File: config.mk
export PLATFORM = sky130hd
export DESIGN_NAME = brg_top
export DESIGN_NICKNAME = d
export VERILOG_FILES = /design/src/shared/brg_pkg.sv /design/src/design/brg_top.sv
export VERILOG_INCLUDE_DIRS = /design/src /design/src/shared
export SDC_FILE = /design/constraint.sdc
export NUM_CORES = 1
export LEC_CHECK = 0
export ABC_AREA = 0
export BUFFER_PORTS_ARGS = -buffer_cell sky130_fd_sc_hd__buf_2
export CORE_ASPECT_RATIO = 0.75
export CORE_MARGIN = 1.5
export CORE_UTILIZATION = 58
export DETAILED_ROUTE_END_ITERATION = 8
export GPL_TIMING_DRIVEN = 0
export HOLD_SLACK_MARGIN = 0.08
export PLACE_DENSITY_LB_ADDON = 0.08
export SETUP_SLACK_MARGIN = 0.1
export SKIP_CTS_REPAIR_TIMING = 1
export SYNTH_ARGS = -nofsm -noshare
export SYNTH_HDL_FRONTEND = slang
export SYNTH_SLANG_ARGS = --single-unit
File: constraint.sdc
create_clock -name sys_clk -period 5.35 [get_ports sys_clk]
set_input_delay 0.2675 -clock sys_clk [delete_from_list [all_inputs] [get_ports sys_clk]]
set_output_delay 0.2675 -clock sys_clk [all_outputs]
set_load 0.01 [all_outputs]
File: src/shared/brg_defs.svh
// offsets, field positions, reset values and counts of the rate generator
`ifndef BRG_DEFS_SVH
`define BRG_DEFS_SVH
`define BRG_ADDR_W     4
`define BRG_OFS_RATE   4'h0
`define BRG_OFS_MODE   4'h4
`define BRG_OFS_STAT   4'h8
`define BRG_OFS_MASK   4'hc
`define BRG_RATE_RST   8'h3f
`define BRG_PSEL_LSB   6
`define BRG_TSEL_LSB   3
`define BRG_RSEL_LSB   0
`define BRG_MODE_WAIT  0
`define BRG_MODE_STOP  1
`define BRG_EV_WAITX   0
`define BRG_EV_STOPX   1
`define BRG_EV_RXDROP  2
`define BRG_EV_TXFRZ   3
`define BRG_EV_W       4
`define BRG_PRE_DIV0   4'd1
`define BRG_PRE_DIV1   4'd3
`define BRG_PRE_DIV2   4'd4
`define BRG_PRE_DIV3   4'd13
`define BRG_OVS_LAST   4'hf
`define BRG_RESP_OKAY  2'b00
`define BRG_RESP_SLV   2'b10
`endif

File: src/shared/brg_pkg.sv
// types shared by the rate generator and its bench
package brg_pkg;
  typedef enum logic [2:0] {
    PWR_RUN  = 3'b001,
    PWR_WAIT = 3'b010,
    PWR_STOP = 3'b100
  } brg_pwr_t;
endpackage : brg_pkg

File: src/design/brg_top.sv
// baud rate generator with wait/stop handling and axi4-lite registers
//
// Behaviour
// - power-of-two divide 1..128 by 3-bit select
// - rx ticks at 16x, tx bit at baud
// - generator keeps running during wait mode
// - serial interrupt request ends wait mode
// - stop halts generator, drops partial receive
// - stop freezes a transmission in progress
// - external interrupt exit resumes frozen transmission
// - prescaler divides by 1,3,4,13; reset 1
//
// The implementer's own choices: the register addresses and the AXI4-Lite slave port.
`timescale 1ns/1ps
`default_nettype none
`include "brg_defs.svh"

// ----------------------------------------------------------------------
// power-of-two divider
// ----------------------------------------------------------------------
module brg_divider (
  input  wire logic       clk,
  input  wire logic       rst,
  input  wire logic       en,
  input  wire logic [2:0] sel,
  output logic            tick
);
  logic [6:0] cnt;
  logic [6:0] lim;

  // last count is 2^sel - 1
  assign lim  = 7'((8'h01 << sel) - 8'h01);
  assign tick = en && (cnt >= lim);

  // counter holds while en is low, so a halt keeps its phase
  always_ff @(posedge clk or posedge rst) begin
    if (rst) begin
      cnt <= 7'h00;
    end else if (en) begin
      cnt <= tick ? 7'h00 : 7'(cnt + 7'h01);
    end
  end

  chk_div_wrap: assert property (@(posedge clk) disable iff (rst)
    (en && cnt == 7'h00 && sel == 3'd2) ##1 (en && sel == 3'd2)[*3]
    |-> tick) else $error("divider missed tick after four counts");

  // divide by eight: six enabled cycles after a tick stay quiet
  chk_div_early: assert property (@(posedge clk) disable iff (rst)
    (tick && sel == 3'd3) ##1 (en && sel == 3'd3)[*6] |-> !tick)
    else $error("divider ticked before its last count");
endmodule : brg_divider

// ----------------------------------------------------------------------
// top
// ----------------------------------------------------------------------
module brg_top (
  input  wire logic                   sys_clk,
  input  wire logic                   rst,
  input  wire logic [`BRG_ADDR_W-1:0] s_axi_awaddr,
  input  wire logic                   s_axi_awvalid,
  output logic                        s_axi_awready,
  input  wire logic [31:0]            s_axi_wdata,
  input  wire logic [3:0]             s_axi_wstrb,
  input  wire logic                   s_axi_wvalid,
  output logic                        s_axi_wready,
  output logic [1:0]                  s_axi_bresp,
  output logic                        s_axi_bvalid,
  input  wire logic                   s_axi_bready,
  input  wire logic [`BRG_ADDR_W-1:0] s_axi_araddr,
  input  wire logic                   s_axi_arvalid,
  output logic                        s_axi_arready,
  output logic [31:0]                 s_axi_rdata,
  output logic [1:0]                  s_axi_rresp,
  output logic                        s_axi_rvalid,
  input  wire logic                   s_axi_rready,
  input  wire logic                   ext_irq_n,
  input  wire logic                   sci_irq_req,
  input  wire logic                   tx_busy,
  input  wire logic                   rx_busy,
  output logic                        tx_bit_tick,
  output logic                        rx_sample_tick,
  output logic                        rx_discard,
  output logic                        tx_frozen,
  output brg_pkg::brg_pwr_t           power_state,
  output logic                        irq
);
  import brg_pkg::*;

  // --------------------------------------------------------------------
  // declarations
  // --------------------------------------------------------------------
  logic [7:0]            rate;
  logic [3:0]            mask;
  logic [3:0]            status;
  logic [3:0]            ev_set;
  logic [3:0]            rd_clr;
  logic [1:0]            prescale_select;
  logic [2:0]            tx_rate_select;
  logic [2:0]            rx_rate_select;
  logic [3:0]            pre_cnt;
  logic [3:0]            pre_last;
  logic                  pre_tick;
  logic                  gen_run;
  logic                  tx_div_tick;
  logic                  rx_div_tick;
  logic [3:0]            ovs_cnt;
  logic                  irq_meta;
  logic                  irq_sync_n;
  logic                  ext_wake;
  logic                  aw_full;
  logic                  w_full;
  logic [`BRG_ADDR_W-1:0] aw_addr;
  logic [7:0]            w_data;
  logic                  w_lane;
  logic                  wr_fire;
  logic                  mode_wr;
  logic                  go_wait;
  logic                  go_stop;
  logic                  rd_take;
  brg_pwr_t              st;
  brg_pwr_t              next_st;

  assign prescale_select = rate[`BRG_PSEL_LSB+1:`BRG_PSEL_LSB];
  assign tx_rate_select  = rate[`BRG_TSEL_LSB+2:`BRG_TSEL_LSB];
  assign rx_rate_select  = rate[`BRG_RSEL_LSB+2:`BRG_RSEL_LSB];
  assign power_state     = st;

  // --------------------------------------------------------------------
  // external interrupt pin synchroniser
  // --------------------------------------------------------------------
  // idle high, so both stages reset to one
  always_ff @(posedge sys_clk or posedge rst) begin
    if (rst) begin
      irq_meta   <= 1'b1;
      irq_sync_n <= 1'b1;
    end else begin
      irq_meta   <= ext_irq_n;
      irq_sync_n <= irq_meta;
    end
  end
  assign ext_wake = !irq_sync_n;

  // --------------------------------------------------------------------
  // common prescaler
  // --------------------------------------------------------------------
  // generator runs in run and wait, halts only in stop
  assign gen_run = (st != PWR_STOP);

  // divisor table, select 00 after reset
  always_comb begin
    unique case (prescale_select)
      2'b00: pre_last = 4'(`BRG_PRE_DIV0 - 4'd1);
      2'b01: pre_last = 4'(`BRG_PRE_DIV1 - 4'd1);
      2'b10: pre_last = 4'(`BRG_PRE_DIV2 - 4'd1);
      2'b11: pre_last = 4'(`BRG_PRE_DIV3 - 4'd1);
    endcase
  end

  // >= tolerates a divisor shrinking mid-count
  assign pre_tick = gen_run && (pre_cnt >= pre_last);

  always_ff @(posedge sys_clk or posedge rst) begin
    if (rst) begin
      pre_cnt <= 4'h0;
    end else if (gen_run) begin
      pre_cnt <= pre_tick ? 4'h0 : 4'(pre_cnt + 4'h1);
    end
  end

  chk_pre_thirteen: assert property (@(posedge sys_clk)
    disable iff (rst)
    (pre_tick && prescale_select == 2'b11) ##1
    (gen_run && prescale_select == 2'b11)[*8] |-> !pre_tick)
    else $error("prescaler /13 ticked early");

  chk_pre_three: assert property (@(posedge sys_clk)
    disable iff (rst)
    (pre_tick && prescale_select == 2'b01) ##1
    (gen_run && prescale_select == 2'b01)[*3] |-> pre_tick)
    else $error("prescaler /3 missed its tick");

  // --------------------------------------------------------------------
  // transmit and receive dividers
  // --------------------------------------------------------------------
  // both fed by the same prescaler tick, each with its own select
  brg_divider u_tx_div (
    .clk  (sys_clk),
    .rst  (rst),
    .en   (pre_tick),
    .sel  (tx_rate_select),
    .tick (tx_div_tick)
  );

  brg_divider u_rx_div (
    .clk  (sys_clk),
    .rst  (rst),
    .en   (pre_tick),
    .sel  (rx_rate_select),
    .tick (rx_div_tick)
  );

  chk_div_shared: assert property (@(posedge sys_clk)
    disable iff (rst)
    (tx_div_tick || rx_div_tick) |-> pre_tick)
    else $error("divider ticked without prescaler");

  // divider output is the 16x clock; tx bit is one in sixteen of it
  always_ff @(posedge sys_clk or posedge rst) begin
    if (rst) begin
      ovs_cnt <= 4'h0;
    end else if (tx_div_tick) begin
      ovs_cnt <= 4'(ovs_cnt + 4'h1);
    end
  end

  // registered tick outputs, one cycle behind the dividers
  always_ff @(posedge sys_clk or posedge rst) begin
    if (rst) begin
      tx_bit_tick    <= 1'b0;
      rx_sample_tick <= 1'b0;
    end else begin
      tx_bit_tick    <= tx_div_tick && (ovs_cnt == `BRG_OVS_LAST);
      rx_sample_tick <= rx_div_tick;
    end
  end

  chk_tx_sixteen: assert property (@(posedge sys_clk)
    disable iff (rst)
    tx_bit_tick |-> $past(ovs_cnt) == `BRG_OVS_LAST && $past(tx_div_tick))
    else $error("tx bit tick not on sixteenth rate tick");

  // --------------------------------------------------------------------
  // power mode state machine
  // --------------------------------------------------------------------
  assign mode_wr = wr_fire && (aw_addr == `BRG_OFS_MODE) && w_lane;
  assign go_wait = mode_wr && w_data[`BRG_MODE_WAIT]
                   && !w_data[`BRG_MODE_STOP];
  assign go_stop = mode_wr && w_data[`BRG_MODE_STOP];

  always_comb begin
    next_st = st;
    unique case (st)
      PWR_RUN: begin
        if (go_stop) begin
          next_st = PWR_STOP;
        end else if (go_wait) begin
          next_st = PWR_WAIT;
        end
      end
      PWR_WAIT: begin
        if (sci_irq_req || ext_wake) begin
          next_st = PWR_RUN;
        end
      end
      PWR_STOP: begin
        if (ext_wake) begin
          next_st = PWR_RUN;
        end
      end
      default: next_st = PWR_RUN;
    endcase
  end

  always_ff @(posedge sys_clk or posedge rst) begin
    if (rst) begin
      st <= PWR_RUN;
    end else begin
      st <= next_st;
    end
  end

  chk_wait_wake: assert property (@(posedge sys_clk)
    disable iff (rst)
    (st == PWR_WAIT && sci_irq_req) |=> st == PWR_RUN)
    else $error("serial request did not end wait");

  chk_wait_runs: assert property (@(posedge sys_clk)
    disable iff (rst)
    (st == PWR_WAIT && prescale_select == 2'b00) |-> pre_tick)
    else $error("generator idle during wait");

  // --------------------------------------------------------------------
  // stop side effects on the frame logic
  // --------------------------------------------------------------------
  // a receive cut by stop cannot be completed, so it is dropped;
  // a transmit only pauses, its divider phase is kept
  always_ff @(posedge sys_clk or posedge rst) begin
    if (rst) begin
      rx_discard <= 1'b0;
      tx_frozen  <= 1'b0;
    end else begin
      rx_discard <= (st == PWR_RUN) && go_stop && rx_busy;
      if ((st == PWR_RUN) && go_stop && tx_busy) begin
        tx_frozen <= 1'b1;
      end else if (st == PWR_STOP && ext_wake) begin
        tx_frozen <= 1'b0;
      end
    end
  end

  chk_stop_quiet: assert property (@(posedge sys_clk)
    disable iff (rst)
    (st == PWR_STOP) |=> !rx_sample_tick && !tx_bit_tick)
    else $error("tick seen during stop");

  chk_stop_drop: assert property (@(posedge sys_clk)
    disable iff (rst)
    (st == PWR_RUN && go_stop && rx_busy) |=> rx_discard ##1 !rx_discard)
    else $error("partial receive not dropped on stop");

  chk_stop_hold: assert property (@(posedge sys_clk)
    disable iff (rst)
    (st == PWR_STOP ##1 st == PWR_STOP) |-> $stable(ovs_cnt)
    && $stable(pre_cnt)) else $error("tx phase moved in stop");

  chk_stop_resume: assert property (@(posedge sys_clk)
    disable iff (rst)
    (st == PWR_STOP && ext_wake && tx_frozen) |=>
    st == PWR_RUN && !tx_frozen && gen_run)
    else $error("frozen transmit did not resume");

  // --------------------------------------------------------------------
  // interrupt status and mask
  // --------------------------------------------------------------------
  always_comb begin
    ev_set = 4'h0;
    ev_set[`BRG_EV_WAITX]  = (st == PWR_WAIT) && (next_st == PWR_RUN);
    ev_set[`BRG_EV_STOPX]  = (st == PWR_STOP) && (next_st == PWR_RUN);
    ev_set[`BRG_EV_RXDROP] = (st == PWR_RUN) && go_stop && rx_busy;
    ev_set[`BRG_EV_TXFRZ]  = (st == PWR_RUN) && go_stop && tx_busy;
  end

  assign rd_take = s_axi_arvalid && s_axi_arready;
  assign rd_clr  = (rd_take && s_axi_araddr == `BRG_OFS_STAT) ?
                   status : 4'h0;

  // set beats the read clear, so no event is lost
  always_ff @(posedge sys_clk or posedge rst) begin
    if (rst) begin
      status <= 4'h0;
      irq    <= 1'b0;
    end else begin
      status <= (status & ~rd_clr) | ev_set;
      irq    <= |(((status & ~rd_clr) | ev_set) & mask);
    end
  end

  // --------------------------------------------------------------------
  // axi4-lite write channel
  // --------------------------------------------------------------------
  assign wr_fire = aw_full && w_full && !s_axi_bvalid;

  // address and data taken in either order; ready drops until response
  always_ff @(posedge sys_clk or posedge rst) begin
    if (rst) begin
      s_axi_awready <= 1'b1;
      s_axi_wready  <= 1'b1;
      aw_full       <= 1'b0;
      w_full        <= 1'b0;
      aw_addr       <= '0;
      w_data        <= 8'h00;
      w_lane        <= 1'b0;
      s_axi_bvalid  <= 1'b0;
      s_axi_bresp   <= `BRG_RESP_OKAY;
    end else begin
      if (s_axi_awvalid && s_axi_awready) begin
        s_axi_awready <= 1'b0;
        aw_full       <= 1'b1;
        aw_addr       <= s_axi_awaddr;
      end
      if (s_axi_wvalid && s_axi_wready) begin
        s_axi_wready <= 1'b0;
        w_full       <= 1'b1;
        w_data       <= s_axi_wdata[7:0];
        w_lane       <= s_axi_wstrb[0];
      end
      if (wr_fire) begin
        aw_full      <= 1'b0;
        w_full       <= 1'b0;
        s_axi_bvalid <= 1'b1;
        s_axi_bresp  <= (aw_addr[1:0] == 2'b00) ?
                        `BRG_RESP_OKAY : `BRG_RESP_SLV;
      end
      if (s_axi_bvalid && s_axi_bready) begin
        s_axi_bvalid  <= 1'b0;
        s_axi_awready <= 1'b1;
        s_axi_wready  <= 1'b1;
      end
    end
  end

  // rate and mask storage; rate should stay put while serial is on
  always_ff @(posedge sys_clk or posedge rst) begin
    if (rst) begin
      rate <= `BRG_RATE_RST;
      mask <= 4'h0;
    end else if (wr_fire && w_lane) begin
      if (aw_addr == `BRG_OFS_RATE) begin
        rate <= w_data;
      end
      if (aw_addr == `BRG_OFS_MASK) begin
        mask <= w_data[3:0];
      end
    end
  end

  // --------------------------------------------------------------------
  // axi4-lite read channel
  // --------------------------------------------------------------------
  always_ff @(posedge sys_clk or posedge rst) begin
    if (rst) begin
      s_axi_arready <= 1'b1;
      s_axi_rvalid  <= 1'b0;
      s_axi_rdata   <= 32'h0000_0000;
      s_axi_rresp   <= `BRG_RESP_OKAY;
    end else begin
      if (rd_take) begin
        s_axi_arready <= 1'b0;
        s_axi_rvalid  <= 1'b1;
        s_axi_rresp   <= `BRG_RESP_OKAY;
        unique case (s_axi_araddr)
          `BRG_OFS_RATE: s_axi_rdata <= {24'h00_0000, rate};
          `BRG_OFS_MODE: s_axi_rdata <= {29'h0, st};
          `BRG_OFS_STAT: s_axi_rdata <= {28'h0, status};
          `BRG_OFS_MASK: s_axi_rdata <= {28'h0, mask};
          default: begin
            s_axi_rdata <= 32'h0000_0000;
            s_axi_rresp <= `BRG_RESP_SLV;
          end
        endcase
      end
      if (s_axi_rvalid && s_axi_rready) begin
        s_axi_rvalid  <= 1'b0;
        s_axi_arready <= 1'b1;
      end
    end
  end

  chk_irq_level: assert property (@(posedge sys_clk) disable iff (rst)
    ##1 irq == |($past(status & ~rd_clr | ev_set) & $past(mask)))
    else $error("interrupt level disagrees with status");
endmodule : brg_top
`default_nettype wire

### Yosys cells after proc, flatten, opt, wreduce, memory -nomap -nowiden

Index checks and enable logic that the tools add are counted.

| word-level totals | value |
|---|---|
| flip-flop bits (word level) | 104 |
| word-level logic and storage cells | 129 |

| cells by class | value |
|---|---|
| add/sub/neg operators | 6 |
| magnitude comparators | 3 |
| eq/ne operators | 14 |
| shift operators | 2 |
| multiplexer cells | 29 |
| bitwise logic cells | 4 |
| reduce and logical (&&, ||, !) cells | 43 |

Operators by type and width:

| kind | count |
|---|---|
| $pmux 8 s4 | 1 |
| $logic_and 1x1->1 | 24 |
| $eq 4x4->1 const B | 4 |
| $mux 1 | 16 |
| $pmux 4 s4 | 1 |
| $add 7x1->7 const B | 2 |
| $ge 7x7->1 | 2 |
| $mux 7 | 2 |
| $reduce_bool 2->1 | 7 |
| $shl 1x3->7 const A | 2 |
| $sub 7x1->7 const B | 2 |
| $mux 3 | 4 |
| $pmux 3 s3 | 1 |
| $add 4x1->4 const B | 2 |
| $and 4x4->4 | 2 |
| $eq 4x3->1 const B | 2 |
| $logic_not 4->1 | 2 |
| $mux 4 | 2 |
| $reduce_or 4->1 | 2 |
| $eq 3x1->1 const B | 2 |
| $eq 2x2->1 const B | 2 |
| $ge 4x4->1 | 1 |
| $logic_not 2->1 | 2 |
| $mux 2 | 2 |
| 9 further kinds | 12 |

### Depth between registers and ports, before layout

| logic depth | value |
|---|---|
| depth in word-level cells | 14 |
| gate-level depth with buffers | 14 |
| depth with buffers taken out | 12 |

### By module

A second synthesis with hierarchy kept.

| second synthesis, totals | value |
|---|---|
| cells, all modules | 350 |
| area total of the unflattened synthesis | 4,060.1 µm² |

By module, submodules not included:

| module | times used | cells an instance | area an instance (µm²) | sequential area each (µm²) |
|---|---|---|---|---|
| brg_top | 1 | 236 | 2,954.1 | 1,616.6 |
| brg_divider | 2 | 57 | 553.0 | 175.2 |

### Least setup slack after synthesis

OpenSTA, ideal clock, no wires.

| timing | value |
|---|---|
| path type | register to register |
| from | register rate[0] |
| to | register u_rx_div.cnt[0] |
| library setup time | 0.064 ns |
| data arrival time | 2.947 ns |
| data required time | 5.286 ns |
| path slack | 2.338 ns |
| cell stages (with the launch flop) | 15 |
| clock period less this slack | 3.012 ns |
| cell sequence | dfstp_2 -> clkbuf_1 -> or3_1 -> ha_1 -> clkbuf_1 -> xor2_1 -> nor2_1 -> a21oi_1 -> ha_1 -> and3_1 -> a221o_1 -> a31oi_2 -> and2_1 -> buf_2 -> mux2_2 |

| between the ends | value |
|---|---|
| longest elaborated chain between the ends | 5 |

Ends and longest elaborated chain:

| element | RTL line | text |
|---|---|---|
| start: declaration | brg_top.sv:93 | `logic [7:0] rate;` |
| start signal: assignment | brg_top.sv:396 | `` rate <= `BRG_RATE_RST; `` |
| start signal: assignment | brg_top.sv:400 | `rate <= w_data;` |
| $shl 1x3->7 | brg_top.sv:32 | `assign lim = 7'((8'h01 << sel) - 8'h01);` |
| $sub 7x1->7 | brg_top.sv:32 |  |
| $ge 7x7->1 | brg_top.sv:33 | `assign tick = en && (cnt >= lim);` |
| $logic_and 1x1->1 | brg_top.sv:33 |  |
| $mux 7 | brg_top.sv:40 | `cnt <= tick ? 7'h00 : 7'(cnt + 7'h01);` |
| end signal: assignment | brg_top.sv:40 |  |
| end: declaration | brg_top.sv:28 | `logic [6:0] cnt;` |

Every way passes these cells.
A chain may end at the register's enable or synchronous reset.

### Final worst setup path

Same ends and word-level chain as after synthesis.

==> impl_results.md <==
- Status: completed
- Post-synthesis area per instance: 10.9 sq um
- Maxcap violations: 0
- Sequential share of the synthesized area: 47.4%
- Final min period: 3.60 ns
- Ports: 104
- Arr. time, crit path: 3.90 ns
- Ranking of synthesized cells by area: dfrtp_1, ha_1, dfstp_2
- DRC viols: 0
- HP Class: in2reg
- Most used DFF post-synth: dfrtp_1
- Die Span X: 101 um
- Synth unique cells: 54
- Initial antenna violation count: 0
- CTS tree: yes
- First-pass GRT wire length: 13700 um
- Cell with the most instances after synthesis: dfrtp_1
- H-tree levels: 3
- Final WL: 8290 um
- Max Slew Vio Count: 0
- Root buffer cell: clkbuf_8
- Crit Path Class: reg2reg
- Clock transition at the registers of the reported paths: 0.08 ns
- Worst hold slack: 0.100 ns
- Core Rows: 26
- Setup TNS: 0 ns
- Routed vias: 3084
- Initial Utilization: 60.5%
- Yosys top cell by area: dfrtp_1
- # diodes: 0
- Initial detailed-routing violation count: 124
- Worst Path Max Fanout: 8
- Vias in the first global route: 2935
- Post-Layout Cell Count: 572
- Die area: 0.00768 sq mm
- RSZ-0062 raised after global routing: false
- Yosys warns: 0
- Placed Instances: 552
- Critical path required time: 5.65 ns
- Cells after Synth: 380
- Dpl hpwl: 6140 um
- Worst-Skew Late Latency: 0.36 ns
- Worst Setup End Kind: flop
- Wire per inst: 14.5 um
- DR vias/cell: 5.39
- Register Area: 0.00197 sq mm
- Core Region: 0.00686 sq mm
- Hold Vio Cnt, Final: 0
- Max Root-Sink Buffers: 2
- Mapped Area: 0.00415 sq mm
- Static Leak: 2.41 nW
- Slowest stage delay, CP: 0.52 ns
- Total GRT Usage: 23.0%
- Synth-to-Final Area Change: 18.0%
- CTS Buf Count: 9
- Routed Antenna Nets: 0
- RePlAce Congestion: 0.824
- Clk sinks: 78
- Drt pass-1 iters: 4
- # port buffers: 48
- Power Density: 608 mW/mm^2
- Most instantiated cells after synthesis: dfrtp_1, nand2_1, nor2_1
- Max frequency: 0.278 GHz
- Slew @ Worst Pin: 0.926 ns
- Largest net degree at the start of global routing: 68
- #FFs+latches synth: 78
- Skew final: 0.00537 ns
- Post-synth EDFFs: 0
- Async SR Flop Fraction: 100%
- Share of cells above drive strength 1: 32.3%
- Placed cell area: 0.00464 sq mm
- Post-route cell area: 0.00490 sq mm
- Yosys top cell area share: 39.8%
- Final period util: 67.2%
- FILL cells: 526
- Final setup viols: 0
- Worst VDD drop: 0.623 mV
- Slew headroom: 37.8%
- Final Net Count: 550
- Cell Chain, Critical Path: clkbuf_1 -> or3_1 -> ha_1 -> clkbuf_1 -> xor2_1 -> nor2_1 -> a21oi_1 -> ha_1 -> and3_1 -> a221o_1 -> a31oi_2 -> and2_1 -> buf_2 -> mux2_2
- DIE HEIGHT: 76.3 um
- Footprint of the multi-input gates: 0.00196 sq mm
- Total global routing overflow: 0
- CP max stage cell: dfstp_2
- Startpoint Class: flop
-- routing by layer --
layer | vias up | GRT usage [%] | routed length, um
met5 | - | 0 | 0
met4 | 0 | 5.63 | 104
met3 | 12 | 7.52 | 478
met2 | 85 | 35.7 | 3880
met1 | 1509 | 31.3 | 3820
li1 | 1478 | - | -
-- cell usage in the layout (no fill, tap or decap), drive strengths merged, types with 4 or more instances in the layout --
cell type and instances:
a221o 6, nor3 5, mux2 24, nand3 12, a22o 16, nor2 28, nand2 33, and3 4
nand4 4, conb 26, ha 26, dlygate4sd3 4, xnor2 5, or2 4, clkbuf 17, o21ai 21
dfrtp 66, a21o 6, a21oi 11, inv 16, dfstp 12, buf 79, or3 4
-- stage by stage --
step                setup WS, ns  utilization [%]  total power, W
finish                      1.75             71.4         0.00298
detailed placement          1.85             67.6         0.00249
floorplan                   2.34                -         0.00213
global placement            2.01             67.2         0.00241
CTS                         1.76             70.8         0.00300
global route                1.57             71.4         0.00320
-- final cells by class --
class | instances | share of cell area [%]
inverters | 16 | 1.28
well taps | 98 | 2.50
repair buffers | 53 | 6.28
multi-input cells | 274 | 40.0
clock inverters | 6 | 1.74
clock buffers | 10 | 2.81
plain buffers | 37 | 5.26
flip-flops and latches | 78 | 40.1
-- kinds of logic (layout without fill, tap and decap cells) --
family                     after synthesis  after routing  share of synthesized area [%]
AOI/OAI and AO/OA                       74             74                           13.3
DFF                                     78             78                           47.4
xor gates and xnor gates                 8              8                           1.69
other                                    1             26                         0.0903
buffers and inverters                   53            122                           7.65
muxes                                   29             29                           8.71
adders and majority gates               26             26                           7.83
and+or+nand+nor                        111            111                           13.4
-- sequential cells by signal, summed over array words and instances, names as in the netlist, 3 cells and up --
| name | count |
|---|---|
| pre_cnt | 4 |
| mask | 4 |
| u_rx_div.cnt | 7 |
| w_data | 8 |
| u_tx_div.cnt | 7 |
| aw_addr | 4 |
| status | 4 |
| power_state | 3 |
| ovs_cnt | 4 |
| rate | 8 |
| s_axi_rdata | 8 |
-- power by group --
part           internal (W)  switching, W
clock network      0.000274      0.000221
logic              0.000732      0.000839
registers          0.000787      0.000130
total               0.00179       0.00119
-- path summary, 6_finish.rpt --
path | slack (ns) | cells after the start | to | from
worst max-delay path | 1.75 | 14 | u_rx_div.cnt[0] | rate[0]
worst min-delay path | 0.10 | 2 | s_axi_rvalid | s_axi_rready
worst max register to register | 1.75 | 14 | u_rx_div.cnt[0] | rate[0]
worst min register to register | 0.36 | 0 | irq_sync_n | irq_meta
max in group asynchronous | 4.38 | 4 | irq_meta | rst
min in group asynchronous | 0.37 | 3 | u_tx_div.cnt[5] | rst
-- critical path: cells and delay by family (launching register included) --
| kind | cells | cell delay (ns) |
|---|---|---|
| xor gates and xnor gates | 1 | 0.18 |
| buffers and inverters | 3 | 0.72 |
| adders and majority gates | 2 | 0.41 |
| AOI/OAI and AO/OA | 3 | 0.87 |
| and+or+nand+nor | 4 | 0.66 |
| DFF | 1 | 0.52 |
| muxes | 1 | 0.17 |
(Power assumes the default switching activity.)
